--- src/rtl/adcsf_pkg.sv ---
// Package with the register map, field positions and timing constants of the converter register block.
`default_nettype none
package adcsf_pkg;
	// Register addresses on the special function register bus.
	localparam logic [7:0] ADDR_FMT = 8'hd1;
	localparam logic [7:0] ADDR_MODE = 8'hd2;
	localparam logic [7:0] ADDR_CHP = 8'hd3;
	localparam logic [7:0] ADDR_RESH = 8'hd4;
	localparam logic [7:0] ADDR_RESL = 8'hd5;
	// Values after reset and writable bit masks.
	localparam logic [7:0] CHP_RST = 8'h00;
	localparam logic [7:0] MODE_RST = 8'h00;
	localparam logic [7:0] FMT_RST = 8'h00;
	localparam logic [7:0] CHP_WMASK = 8'hbf;
	localparam logic [7:0] FMT_WMASK = 8'he0;
	// Channel/power fields.
	localparam int PWRUP_BIT = 7;
	localparam int BUSY_BIT = 6;
	localparam int CHSEL_HI = 5;
	localparam int CHSEL_LO = 2;
	localparam int REF_HI = 1;
	localparam int REF_LO = 0;
	// Mode fields.
	localparam int DIFF_HI = 7;
	localparam int DIFF_LO = 6;
	localparam int CONT_BIT = 5;
	localparam int RATE_HI = 4;
	localparam int RATE_LO = 2;
	localparam int TACQ_HI = 1;
	localparam int TACQ_LO = 0;
	// Format fields.
	localparam int RES_HI = 7;
	localparam int RES_LO = 6;
	localparam int RLJ_BIT = 5;
	localparam int UFL_BIT = 4;
	localparam int OFL_BIT = 3;
	localparam int RNG_BIT = 2;
	// Single step power-down delay codes.
	localparam logic [1:0] PD_NONE = 2'h0;
	localparam logic [1:0] PD_6US = 2'h1;
	localparam logic [1:0] PD_24US = 2'h2;
	localparam logic [1:0] PD_INF = 2'h3;
	// Timing: clock period and documented times in picoseconds; start delay in cycles.
	localparam int CLK_PERIOD_PS = 50000;
	localparam int PD6_PS = 6000000;
	localparam int PD24_PS = 24000000;
	localparam int RATE2K_PS = 500000000;
	localparam int START_DLY_CYC = 4;
	// Least times round up to whole cycles.
	localparam int PD6_CYC = (PD6_PS + CLK_PERIOD_PS - 1) / CLK_PERIOD_PS;
	localparam int PD24_CYC = (PD24_PS + CLK_PERIOD_PS - 1) / CLK_PERIOD_PS;
	// Sample period at 2 ksps; faster rates halve it per code step.
	localparam int RATE2K_CYC = RATE2K_PS / CLK_PERIOD_PS;
	// Controller states.
	typedef enum logic [2:0] {
		ST_IDLE = 3'b000,
		ST_DELAY = 3'b001,
		ST_CONV = 3'b010,
		ST_STBY = 3'b011,
		ST_WAIT = 3'b100
	} adcsf_state_t;
	// Mask of valid result bits for a resolution code.
	function automatic logic [11:0] res_mask(input logic [1:0] resol);
		unique case (resol)
			2'h0: res_mask = 12'h03f;
			2'h1: res_mask = 12'h0ff;
			2'h2: res_mask = 12'h3ff;
			2'h3: res_mask = 12'hfff;
		endcase
	endfunction
endpackage
`default_nettype wire

--- src/rtl/adcsf_align.sv ---
// Result aligner that places the conversion result in the 16-bit high:low register pair.
`timescale 1ns/1ps
`default_nettype none
module adcsf_align import adcsf_pkg::*; (
	// Stored result and format.
	input wire logic [11:0] res,
	input wire logic [1:0] resol,
	input wire logic rljust,
	// Aligned bytes.
	output logic [7:0] hi,
	output logic [7:0] lo
);
	logic [15:0] right;
	logic [15:0] left;
	logic [3:0] lshift;
	logic [15:0] pair;

	// Right alignment keeps the masked result in the lowest bits.
	assign right = {4'h0, res & res_mask(resol)};
	// Left shift is sixteen minus the resolution: 10, 8, 6 or 4.
	assign lshift = 4'ha - {1'b0, resol, 1'b0};
	assign left = right << lshift;
	// Format bit 5 picks the alignment.
	assign pair = rljust ? right : left;
	assign hi = pair[15:8];
	assign lo = pair[7:0];
endmodule // adcsf_align
`default_nettype wire

--- src/rtl/adcsf_ctrl.sv ---
// Register-side controller of the successive-approximation converter with its five registers.
`timescale 1ns/1ps
`default_nettype none
module adcsf_ctrl import adcsf_pkg::*; #(
	parameter logic [13:0] RATE_BASE_CYC = 14'(RATE2K_CYC)
) (
	// Clock and synchronous reset.
	input wire logic CLK,
	input wire logic RST_B,
	// Special function register bus.
	input wire logic [7:0] SFR_ADDR,
	input wire logic [7:0] SFR_WDATA,
	input wire logic SFR_WR,
	input wire logic SFR_RD,
	output logic [7:0] SFR_RDATA,
	// Control of the analog core.
	output logic ADC_ANALOG_EN,
	output logic ADC_CORE_ON,
	output logic ADC_START,
	output logic [3:0] ADC_CHSEL,
	output logic [1:0] ADC_REFSEL,
	output logic [1:0] ADC_DIFFM,
	output logic [1:0] ADC_TACQ,
	output logic [1:0] ADC_RESOL,
	// Answer of the analog core.
	input wire logic ADC_DONE,
	input wire logic [11:0] ADC_RESULT,
	// Conversion done interrupt to the processor.
	output logic CONV_DONE_IRQ
);
	logic [7:0] chp_r;
	logic [7:0] mode_r;
	logic [7:0] fmt_r;
	adcsf_state_t state_r;
	adcsf_state_t state_nxt;
	logic [2:0] dly_r;
	logic [2:0] dly_nxt;
	logic [13:0] tmr_r;
	logic [13:0] tmr_nxt;
	logic [13:0] period;
	logic done_s1_r;
	logic done_s2_r;
	logic done_s3_r;
	logic done_lvl_r;
	logic done_evt;
	logic wr_cp;
	logic wr_mode;
	logic wr_fmt;
	logic busy;
	logic cap;
	logic start_r;
	logic irq_r;
	logic [11:0] res_r;
	logic [11:0] masked;
	logic ufl_r;
	logic ofl_r;
	logic [7:0] res_hi;
	logic [7:0] res_lo;
	logic [7:0] rd_val;
	logic [7:0] rdata_r;

	// Write strobes for the three writable registers.
	assign wr_cp = SFR_WR && (SFR_ADDR == ADDR_CHP);
	assign wr_mode = SFR_WR && (SFR_ADDR == ADDR_MODE);
	assign wr_fmt = SFR_WR && (SFR_ADDR == ADDR_FMT);

	// Channel/power register; the busy position is never stored.
	always_ff @(posedge CLK) begin
		if (!RST_B) begin
			chp_r <= CHP_RST;
		end else if (wr_cp) begin
			chp_r <= SFR_WDATA & CHP_WMASK;
		end
	end

	// Mode register holds input mode, conversion mode, rate and acquisition time.
	always_ff @(posedge CLK) begin
		if (!RST_B) begin
			mode_r <= MODE_RST;
		end else if (wr_mode) begin
			mode_r <= SFR_WDATA;
		end
	end

	// Format register keeps only resolution and alignment; flags live apart.
	always_ff @(posedge CLK) begin
		if (!RST_B) begin
			fmt_r <= FMT_RST;
		end else if (wr_fmt) begin
			fmt_r <= SFR_WDATA & FMT_WMASK;
		end
	end

	// Settings driven straight to the analog core from the registers.
	assign ADC_ANALOG_EN = chp_r[PWRUP_BIT];
	assign ADC_CHSEL = chp_r[CHSEL_HI:CHSEL_LO];
	assign ADC_REFSEL = chp_r[REF_HI:REF_LO];
	assign ADC_DIFFM = mode_r[DIFF_HI:DIFF_LO];
	assign ADC_TACQ = mode_r[TACQ_HI:TACQ_LO];
	assign ADC_RESOL = fmt_r[RES_HI:RES_LO];

	// The done pin comes from the analog domain, so it passes three flip-flops.
	always_ff @(posedge CLK) begin
		if (!RST_B) begin
			done_s1_r <= 1'b0;
			done_s2_r <= 1'b0;
			done_s3_r <= 1'b0;
			done_lvl_r <= 1'b0;
		end else begin
			done_s1_r <= ADC_DONE;
			done_s2_r <= done_s1_r;
			done_s3_r <= done_s2_r;
			if (done_s2_r == done_s3_r) begin
				done_lvl_r <= done_s3_r;
			end
		end
	end

	// A done rise counts once the second and third stages agree.
	assign done_evt = (done_s2_r == done_s3_r) && done_s3_r && !done_lvl_r;

	// Sample period for continuous mode; reserved codes fold onto the low bits.
	assign period = RATE_BASE_CYC >> mode_r[RATE_LO+1:RATE_LO];

	// Next state: start delay, conversion, standby countdown and rate wait.
	always_comb begin
		state_nxt = state_r;
		dly_nxt = (dly_r != 3'h0) ? dly_r - 3'h1 : dly_r;
		tmr_nxt = (tmr_r != 14'h0) ? tmr_r - 14'h1 : tmr_r;
		unique case (state_r)
			ST_IDLE: begin
				state_nxt = ST_IDLE;
			end
			ST_DELAY: begin
				if (dly_r == 3'h0) begin
					state_nxt = ST_CONV;
				end
			end
			ST_CONV: begin
				if (done_evt) begin
					if (mode_r[CONT_BIT]) begin
						state_nxt = ST_WAIT;
					end else begin
						unique case (mode_r[RATE_LO+1:RATE_LO])
							PD_NONE: state_nxt = ST_IDLE;
							PD_6US: begin
								state_nxt = ST_STBY;
								tmr_nxt = 14'(PD6_CYC - 1);
							end
							PD_24US: begin
								state_nxt = ST_STBY;
								tmr_nxt = 14'(PD24_CYC - 1);
							end
							PD_INF: state_nxt = ST_STBY;
						endcase
					end
				end
			end
			ST_STBY: begin
				// Infinite delay waits for software to clear power-up.
				if ((mode_r[RATE_LO+1:RATE_LO] != PD_INF) && (tmr_r == 14'h0)) begin
					state_nxt = ST_IDLE;
				end
			end
			ST_WAIT: begin
				if (tmr_r == 14'h0) begin
					state_nxt = ST_DELAY;
					dly_nxt = 3'(START_DLY_CYC - 1);
					tmr_nxt = period - 14'h1;
				end
			end
			default: begin
				state_nxt = ST_IDLE;
			end
		endcase
		// A channel/power write overrides all, aborting any conversion under way.
		if (wr_cp) begin
			if (SFR_WDATA[PWRUP_BIT]) begin
				state_nxt = ST_DELAY;
				dly_nxt = 3'(START_DLY_CYC - 1);
				tmr_nxt = period - 14'h1;
			end else begin
				state_nxt = ST_IDLE;
			end
		end
	end

	// State and timers.
	always_ff @(posedge CLK) begin
		if (!RST_B) begin
			state_r <= ST_IDLE;
			dly_r <= 3'h0;
			tmr_r <= 14'h0;
		end else begin
			state_r <= state_nxt;
			dly_r <= dly_nxt;
			tmr_r <= tmr_nxt;
		end
	end

	// Busy covers the conversion only, from the fourth clock after the start.
	assign busy = (state_r == ST_CONV);
	assign ADC_CORE_ON = (state_r == ST_DELAY) || busy || (state_r == ST_STBY);
	// A result is taken only in a live conversion; a done of an aborted one is dropped.
	assign cap = busy && done_evt;
	assign masked = ADC_RESULT & res_mask(fmt_r[RES_HI:RES_LO]);

	// Start pulse to the core and completion interrupt.
	always_ff @(posedge CLK) begin
		if (!RST_B) begin
			start_r <= 1'b0;
			irq_r <= 1'b0;
		end else begin
			start_r <= (state_r == ST_DELAY) && (dly_r == 3'h0) && !wr_cp;
			irq_r <= cap;
		end
	end
	assign ADC_START = start_r;
	assign CONV_DONE_IRQ = irq_r;

	// Result and range flags are caught together at the end of conversion.
	always_ff @(posedge CLK) begin
		if (!RST_B) begin
			res_r <= 12'h000;
			ufl_r <= 1'b0;
			ofl_r <= 1'b0;
		end else if (cap) begin
			res_r <= masked;
			ufl_r <= (masked == 12'h000);
			ofl_r <= (masked == res_mask(fmt_r[RES_HI:RES_LO]));
		end
	end

	// Alignment into the high and low result bytes.
	adcsf_align u_align (
		.res(res_r),
		.resol(fmt_r[RES_HI:RES_LO]),
		.rljust(fmt_r[RLJ_BIT]),
		.hi(res_hi),
		.lo(res_lo)
	);

	// Read multiplexer; unmapped addresses read as zero.
	always_comb begin
		rd_val = 8'h00;
		case (SFR_ADDR)
			ADDR_CHP: begin
				rd_val = chp_r;
				rd_val[BUSY_BIT] = busy;
			end
			ADDR_MODE: rd_val = mode_r;
			ADDR_FMT: begin
				rd_val = fmt_r;
				rd_val[UFL_BIT] = ufl_r;
				rd_val[OFL_BIT] = ofl_r;
				rd_val[RNG_BIT] = ufl_r | ofl_r;
			end
			ADDR_RESH: rd_val = res_hi;
			ADDR_RESL: rd_val = res_lo;
			default: rd_val = 8'h00;
		endcase
	end

	// Read data is registered and held until the next read.
	always_ff @(posedge CLK) begin
		if (!RST_B) begin
			rdata_r <= 8'h00;
		end else if (SFR_RD) begin
			rdata_r <= rd_val;
		end
	end
	assign SFR_RDATA = rdata_r;
endmodule // adcsf_ctrl
`default_nettype wire

--- config.mk ---
export PLATFORM = sky130hd
export DESIGN_NAME = adcsf_ctrl
export DESIGN_NICKNAME = d
export VERILOG_FILES = /design/src/rtl/adcsf_pkg.sv /design/src/rtl/adcsf_align.sv /design/src/rtl/adcsf_ctrl.sv
export SDC_FILE = /design/constraint.sdc
export NUM_CORES = 1
export LEC_CHECK = 0
export BUFFER_PORTS_ARGS = -buffer_cell sky130_fd_sc_hd__buf_2
export CORE_MARGIN = 2
export CORE_UTILIZATION = 52
export DETAILED_ROUTE_END_ITERATION = 10
export PLACE_DENSITY = 0.81
export RECOVER_POWER = 25
export SYNTH_ARGS = -nofsm -noshare
export SYNTH_HDL_FRONTEND = slang
export SYNTH_SLANG_ARGS = --single-unit
--- constraint.sdc ---
create_clock -name CLK -period 2.2 [get_ports CLK]
set_input_delay 0.22 -clock CLK [delete_from_list [all_inputs] [get_ports CLK]]
set_output_delay 0.22 -clock CLK [all_outputs]
set_load 0.02 [all_outputs]
# Word-level counts from Yosys, hierarchy flattened
# Index checks and enable logic that the tools add are counted.
[totals]
in_bits = 33
ff_bits = 66
wordCells = 96
output_inout_bits = 24
[classes]
n_bitwise = 3
addsub = 4
n_shift = 2
n_reduce_logical = 22
n_eq_ne = 22
muxes = 27
[op_table]
columns = ["cell", "n"]
rows = [
  ["two-way mux 14 bit", 6],
  ["case mux 14 bit (2 select lines)", 2],
  ["case mux 12 bit (4 select lines)", 1],
  ["== test 8 bit (second input constant)", 5],
  ["case mux 8 bit (5 select lines)", 1],
  ["two-way mux 3 bit", 11],
  ["subtractor 14 x 1 -> 14 bit (second input constant)", 2],
  ["bitwise AND 12 bit", 2],
  ["two-way mux 12 bit", 2],
  ["two-way mux 16 bit", 1],
  ["<< shifter 12 x 4 -> 16 bit", 1],
  ["zero test 14 bit", 1],
  ["nonzero test 14 bit", 1],
  ["right shift 14 x 2 -> 14 bit (first input constant)", 1],
  ["== test 12 bit", 1],
  ["zero test 12 bit", 1],
  ["!= test 3 bit (second input constant)", 4],
  ["case mux 3 bit (4 select lines)", 1],
  ["logical AND 1 bit", 9],
  ["== test 2 bit (second input constant)", 4],
  ["== test 3 x 2 -> 1 bit (second input constant)", 2],
  ["case mux 3 bit (2 select lines)", 1],
  ["== test 2 x 1 -> 1 bit (second input constant)", 2],
  ["zero test 2 bit", 2],
  ["14 further kinds", 16],
]

# Depth between registers and ports, before layout
# Gate-level depths: netlist (run 1).
[logic_depth]
word_depth = 8
depth_mapped = 9

# Hierarchy
# Synthesis (run 1) repeated with hierarchy kept, for this count alone.
[hier_totals]
hier_cells = 480
area_unflattened_um2 = 3908.7
[by_module_without_submodules]
columns = ["mod", "instances", "area_each_um2", "seq_area_each_um2", "cells_per_inst"]
rows = [
  ["adcsf_ctrl", 1, 3477.1, 1321.3, 419],
  ["adcsf_align", 1, 431.7, 0.0, 61],
]

# Least setup slack after synthesis (run 1)
# No wires, ideal clock.
[synth_path]
path_kind = "register to register"
startpoint = "register mode_r[3]"
endpoint = "register tmr_r[8]"
setup_slack_ps = -68
path_stages_with_launch = 9
arrival_time_ps = 2147
setup_time_ps = 122
required_time_ps = 2078
cell_sequence = "dfxtp_1 > inv_1 > ha_1 > nor4bb_1 > and2_1 > clkbuf_1 > a21oi_2 > o22a_1 > o311a_1"
[synth_via]
elab_chain_len = 7
[synth_lines]
columns = ["element", "line_no", "text"]
rows = [
  ["start, declared", "adcsf_ctrl.sv:32", "logic [7:0] mode_r;"],
  ["start signal, assigned", "adcsf_ctrl.sv:79", "mode_r <= MODE_RST;"],
  ["start signal, assigned", "adcsf_ctrl.sv:81", "mode_r <= SFR_WDATA;"],
  ["parallel branches: the longest is 6 deep, another holds subtractor 14 x 1 -> 14 bit", "--", ""],
  ["two-way mux 14 bit (*)", "adcsf_ctrl.sv:177", "if (wr_cp) begin"],
  ["end signal, assigned", "adcsf_ctrl.sv:197", "tmr_r <= tmr_nxt;"],
  ["end, declared", "adcsf_ctrl.sv:38", "logic [13:0] tmr_r;"],
]
# Every way passes the cells marked *.
# A chain may end at the register's enable or synchronous reset.

# Worst setup path in the final report (run 1)
[layout_path]
startpoint = "register tmr_r[1]"
endpoint = "register tmr_r[8]"
[layout_via]
elab_chain_len = 8
[layout_lines]
columns = ["element", "line_no", "text"]
rows = [
  ["subtractor 14 x 1 -> 14 bit / nonzero test 14 bit (equally long branches)", "adcsf_ctrl.sv:129", "tmr_nxt = (tmr_r != 14'h0) ? tmr_r - 14'h1 : tmr_r;"],
  ["two-way mux 14 bit", "adcsf_ctrl.sv:129", ""],
  ["case mux 14 bit (2 select lines)", "adcsf_ctrl.sv:144", "unique case (mode_r[RATE_LO+1:RATE_LO])"],
  ["two-way mux 14 bit", "adcsf_ctrl.sv:141", "if (mode_r[CONT_BIT]) begin"],
  ["two-way mux 14 bit", "adcsf_ctrl.sv:140", "if (done_evt) begin"],
  ["case mux 14 bit (2 select lines) (*)", "adcsf_ctrl.sv:130", "unique case (state_r)"],
  ["two-way mux 14 bit", "adcsf_ctrl.sv:178", "if (SFR_WDATA[PWRUP_BIT]) begin"],
  ["two-way mux 14 bit (*)", "adcsf_ctrl.sv:177", ""],
]
# Mark *: on every way between the ends. The rest lies on a longest branch, timed or not.

==> metrics.cfg, run 1 <==
[outcome]
status=finished clean

[floorplanning]
num_rows=31
initial_core_util_pct=53.7
die_h_um=90.5
dieArea_mm2=0.00819
coreArea_mm2=0.00725
ios=57
die_width_um=90.5

[clocking]
clk_pin_slew_ps=70
clk_root_buffer_cell=clkbuf_8
tritoncts=yes
cts_buffers=9
htree_levels=3
cts_hold_buf=0
cts_buffer_depth=2
clock-sinks=66
clkLatencyLatePin_ps=340

[logic_synthesis]
ys.flop_type=dfxtp_1
synthesis.instances=466
async_flop_share_pct=0
synth_seq_cells=66
yosysSeqAreaShare_pct=33.9
avgSynthCellArea_um2=8.35
synth_warnings=0
synthesis.nets=512
ys_types=69
synth_edf_count=0
syn_area_mm2=0.00389

[sta]
fin_crit_ps=2180
maxSlewViolCount=0
fin_setup_tns_ps=0
worst_pin_slew_ps=1040
rsz0062_at_grt=true
finalSetupViolations=0
relSlewSlack_pct=30.6
whs_ps=108
fin_crit_sh_pct=99.0
clock_skew_ps=8.78
max_freq_mhz=459
hold_viol=0

[pwr]
power_switching_mw=1.38
p_leak_nw=1.80
vdd_ir_drop_max_uv=394
power_mw=3.97
p_int_mw=2.59
clkPwrFrac_pct=26.1
pwr-share-comb_pct=38.4
p_seq_share_pct=35.5
swShare_pct=34.8
p_per_area_mw_per_mm2=841

[critical_path]
critPathKind=register to register
cp-end-kind=register
worstPathRequired_ps=2430
cp-start-kind=register
crit_path_max_fanout=3
crit_arrival_ps=2410

[layout]
mostFrequentLayoutCells=dfxtp_1 (64), nand2_1 (52), nor2_1 (48)
mostFrequentLayoutCell=dfxtp_1
drive_gt1_share_pct=24.2
fin_cells=645
finalNetCount=587
syn_to_final_growth_pct=21.2
fin_util_pct=65.0
diodes=0

[grt]
grt_pass1_vias=3858
gr-total-overflow=0
track_usage_pct=28.0
antenna_found_initial=0
grt_max_degree=31
grt_pass1_wl_mm=18.8

[route]
via_per_inst=6.12
drc=0
dr.first_iter.drc_count=256
wl_per_cell_um=17.6
vias=3945
antenna_left=0
wl_mm=11.3
drt-pass1-iter-count=5

[min_path]
hold_path_class=primary input to register

[place]
gp_congestion=1.02
place_inst=626
dp_hpwl_mm=8.36
numPortBuffers=56

[run]
cap_viol_max_count=0

-- synth_stat cells (all sizes together), types with 6 or more instances --
cell	number	area share (%)
dfxtp	66	34
nor2	49	4.8
nor2b	8	1.3
nor4	8	1.8
clkbuf	19	1.8
a21oi	36	4.7
ha	13	4.2
nand3	12	1.5
and2	6	0.96
inv	15	1.4
buf	11	1.8
or4	8	1.7
nor3	9	1.2
mux2i	30	7.7
nand2	52	5.0
o21a	6	1.2
xnor2	6	1.4
o21ai	18	2.3
-- registers in the layout (all words and copies together) (netlist names), 3 cells and up --
| signal | cells |
|---|---|
| SFR_RDATA | 8 |
| chp_r | 7 |
| dly_r | 3 |
| fmt_r | 3 |
| mode_r | 8 |
| res_r | 12 |
| state_r | 3 |
| tmr_r | 14 |
-- cells by family (layout without fill, tap and decap cells) --
family	count (synthesis)	after routing	share of synthesized area (%)
AO/OA/AOI/OAI	108	108	18.7
multiplexers	36	36	10.3
AND/OR/NAND/NOR	189	189	25.8
adder cells (fa/ha/maj)	13	13	4.18
XOR/XNOR	8	8	1.80
flip-flops	66	66	33.9
buffers and inverters	46	126	5.21
-- stage by stage --
step                      setup slack (ps)  cell area [um^2]
final                                 22.9              4720
after global routing                 -36.9              4720
after CTS                             25.2              4660
after detailed placement             -53.7              4420
after global placement                18.4              4420
after floorplan                     -0.709              3900
-- worst max-delay path: stages, from the launching register on --
cell,delay [ps]
dfxtp_2,350
inv_4,80
ha_4,140
or3b_2,470
or2_4,250
o21a_1,180
o311a_1,320
o311a_1,280
-- repair_timing --
item,in CTS,in global routing
endpoints found under the setup margin,3,10
buffers inserted,0,3
gates resized for setup,9,13
pin swaps,1,7
-- routing by layer --
layer	GRT usage [%]	vias up	wire length [um]
met5	0	-	0
met4	14.6	0	439
met3	5.59	35	799
met2	47.6	169	5620
met1	33.3	1884	4490
li1	-	1857	-
-- power groups by stage --
stage	combinational (mW)	clock, mW	sequential [mW]
floorplan	0.871	0	1.41
CTS	1.36	1.05	1.40
global route	1.66	1.11	1.42
finish	1.52	1.04	1.41
global placement	1.26	0	1.41
detailed placement	1.30	0	1.42
-- area by class of cell --
| class | count | area, um^2 |
|---|---|---|
| clock buffer | 9 | 124 |
| inverter | 16 | 62.6 |
| clock inverter | 7 | 77.6 |
| sequential | 66 | 1320 |
| fill | 624 | 2540 |
| timing repair buffer | 94 | 547 |
| tap | 99 | 124 |
| multi-input combinational | 354 | 2460 |
-- worst paths after layout --
| kind | startpoint | end | slack, ps | depth (start not counted) |
|---|---|---|---|---|
| hold / removal | ADC_DONE | done_s1_r | 110 | 2 |
| setup / recovery | tmr_r[1] | tmr_r[8] | 20 | 7 |
| hold reg to reg | done_s1_r | done_s2_r | 450 | 1 |
| setup reg to reg | tmr_r[1] | tmr_r[8] | 20 | 7 |
No activity file was read; power rests on OpenSTA's default activity.
==> run 2: changes to the inputs <==
--- a/config.mk
+++ b/config.mk
@@ -7,9 +7,9 @@
 export LEC_CHECK = 0
 export BUFFER_PORTS_ARGS = -buffer_cell sky130_fd_sc_hd__buf_2
 export CORE_MARGIN = 2
-export CORE_UTILIZATION = 52
+export CORE_UTILIZATION = 57
 export DETAILED_ROUTE_END_ITERATION = 10
-export PLACE_DENSITY = 0.81
+export PLACE_DENSITY = 0.84
 export RECOVER_POWER = 25
 export SYNTH_ARGS = -nofsm -noshare
 export SYNTH_HDL_FRONTEND = slang
==> constraint.sdc (replaced) <==
create_clock -name CLK -period 2.22 [get_ports CLK]
set_input_delay 0.222 -clock CLK [delete_from_list [all_inputs] [get_ports CLK]]
set_output_delay 0.222 -clock CLK [all_outputs]
set_load 0.02 [all_outputs]
==> metrics.cfg, run 2 (synthesis gave the netlist of run 1 again) <==
[sta]
hold_viol=0
worst_pin_slew_ps=503
clock_skew_ps=10.8
maxSlewViolCount=0
fin_setup_tns_ps=0
fin_crit_sh_pct=98.2
finalSetupViolations=0
relSlewSlack_pct=66.1
max_freq_mhz=459
fin_crit_ps=2180

[route]
vias=3897
wl_mm=11.5
antenna_left=0
via_per_inst=6.18
drt-pass1-iter-count=5
drc=0
dr.first_iter.drc_count=255
wl_per_cell_um=18.2

[clocking]
clock-sinks=66
clk_root_buffer_cell=clkbuf_8
clk_pin_slew_ps=80
clkLatencyLatePin_ps=350
tritoncts=yes
cts_buffers=9
cts_buffer_depth=2
htree_levels=3
cts_hold_buf=0

[floorplanning]
initial_core_util_pct=58.3
die_width_um=86.6
ios=57
num_rows=30
die_h_um=86.6
dieArea_mm2=0.00751
coreArea_mm2=0.00668

[critical_path]
critical_path.top_delay_family=simple AND/OR/NAND/NOR gates
crit_arrival_ps=2430
reg2reg_slack_ps=40
cpMaxStageDelayCell=or4b_4
cp_slowest_stage_delay_ps=500
crit_path_max_fanout=4
critPathKind=register to register
path_cells=inv_4 -> ha_4 -> or4b_4 -> nor4_4 -> buf_4 -> inv_2 -> buf_4 -> and3_1 -> o21a_1
worstPathRequired_ps=2470
cp-start-kind=register
cp_num_buf_inv=4
timing.critical_path.mode_cell=buf_4
cp-end-kind=register

[grt]
grt_max_degree=32
grt_pass1_vias=3740
track_usage_pct=31.5
gr-total-overflow=0
grt_pass1_wl_mm=18.4
busiest_layer=met2
gr-usage-met3_pct=5.24
gr-usage-met2_pct=52.5
grt_use_met1_pct=39.0
antenna_found_initial=0

[layout]
final.fill_count=578
mostFrequentLayoutCells=dfxtp_1 (64), nand2_1 (52), nor2_1 (48)
multi_input_area_mm2=0.00243
drive_gt1_share_pct=24.1
largest_registers=tmr_r (14), res_r (12)
fin_cells=631
syn_to_final_growth_pct=20.5
regMostFlops=tmr_r
finalNetCount=592
fin_util_pct=70.2
final_area_mm2=0.00469
mostFrequentLayoutCell=dfxtp_1
regArea_mm2=0.00132
diodes=0
largest_reg_flops=14

[place]
gp_congestion=0.974
dp_hpwl_mm=8.50
numPortBuffers=56
placed_area_mm2=0.00442
place_inst=610

[outcome]
status=finished clean

[pwr]
vdd_ir_drop_max_uv=410
p_per_area_mw_per_mm2=834
p_leak_nw=1.81
power_mw=3.91

[min_path]
hold_path_class=primary input to register

[run]
cap_viol_max_count=0

run 2: cell type report:
| type | instances | share of cell area, % |
|---|---|---|
| multi-input cells | 354 | 51.7 |
| flip-flops and latches | 66 | 28.2 |
| repair buffers | 99 | 12.4 |
| inverters | 16 | 1.39 |
| clock inverters | 4 | 1.09 |
| well taps | 80 | 2.13 |
| clock buffers | 12 | 3.09 |
run 2: timing repair:
action                     CTS  global route
gates resized for setup      7             9
buffers inserted             3             2
gates cloned                 0             0
setup endpoints to repair    8            11
pin swaps                    2             7
run 2: worst paths after layout:
check / start / to / cells after the start
min reg2reg: res_r[10] / res_r[10] / 2
min: ADC_DONE / done_s1_r / 2
max reg2reg: tmr_r[1] / tmr_r[12] / 9
max: tmr_r[1] / tmr_r[12] / 9
run 2: routing by layer:
metal | vias to the layer above | wire, um | share of wire [%]
met3 | 49 | 668 | 5.8
met4 | 0 | 507 | 4.4
li1 | 1857 | - | -
met2 | 177 | 5630 | 49
met5 | - | 0 | 0
met1 | 1814 | 4650 | 41
run 2: worst reg2reg max path, delay by kind of cell (launching register included):
| family | cells | cell delay, ps |
|---|---|---|
| compound gates | 1 | 190 |
| buf+inv | 4 | 460 |
| flops | 1 | 350 |
| simple gates | 3 | 960 |
| fa+ha+maj | 1 | 130 |
run 2: where the power goes:
part | internal [mW] | total, mW | switching, mW
Combinational | 0.750 | 1.49 | 0.743
Clock | 0.551 | 1.02 | 0.467
Sequential | 1.30 | 1.40 | 0.104
Total | 2.60 | 3.91 | 1.31
run 2: stage by stage:
stage | hold slack, ps | setup slack, ps
final | 131 | 39.6
after global routing | 118 | -35.7
after CTS | 126 | 1.04
after detailed placement | 455 | -105
after global placement | 429 | -34.1
after floorplan | 349 | 9.32
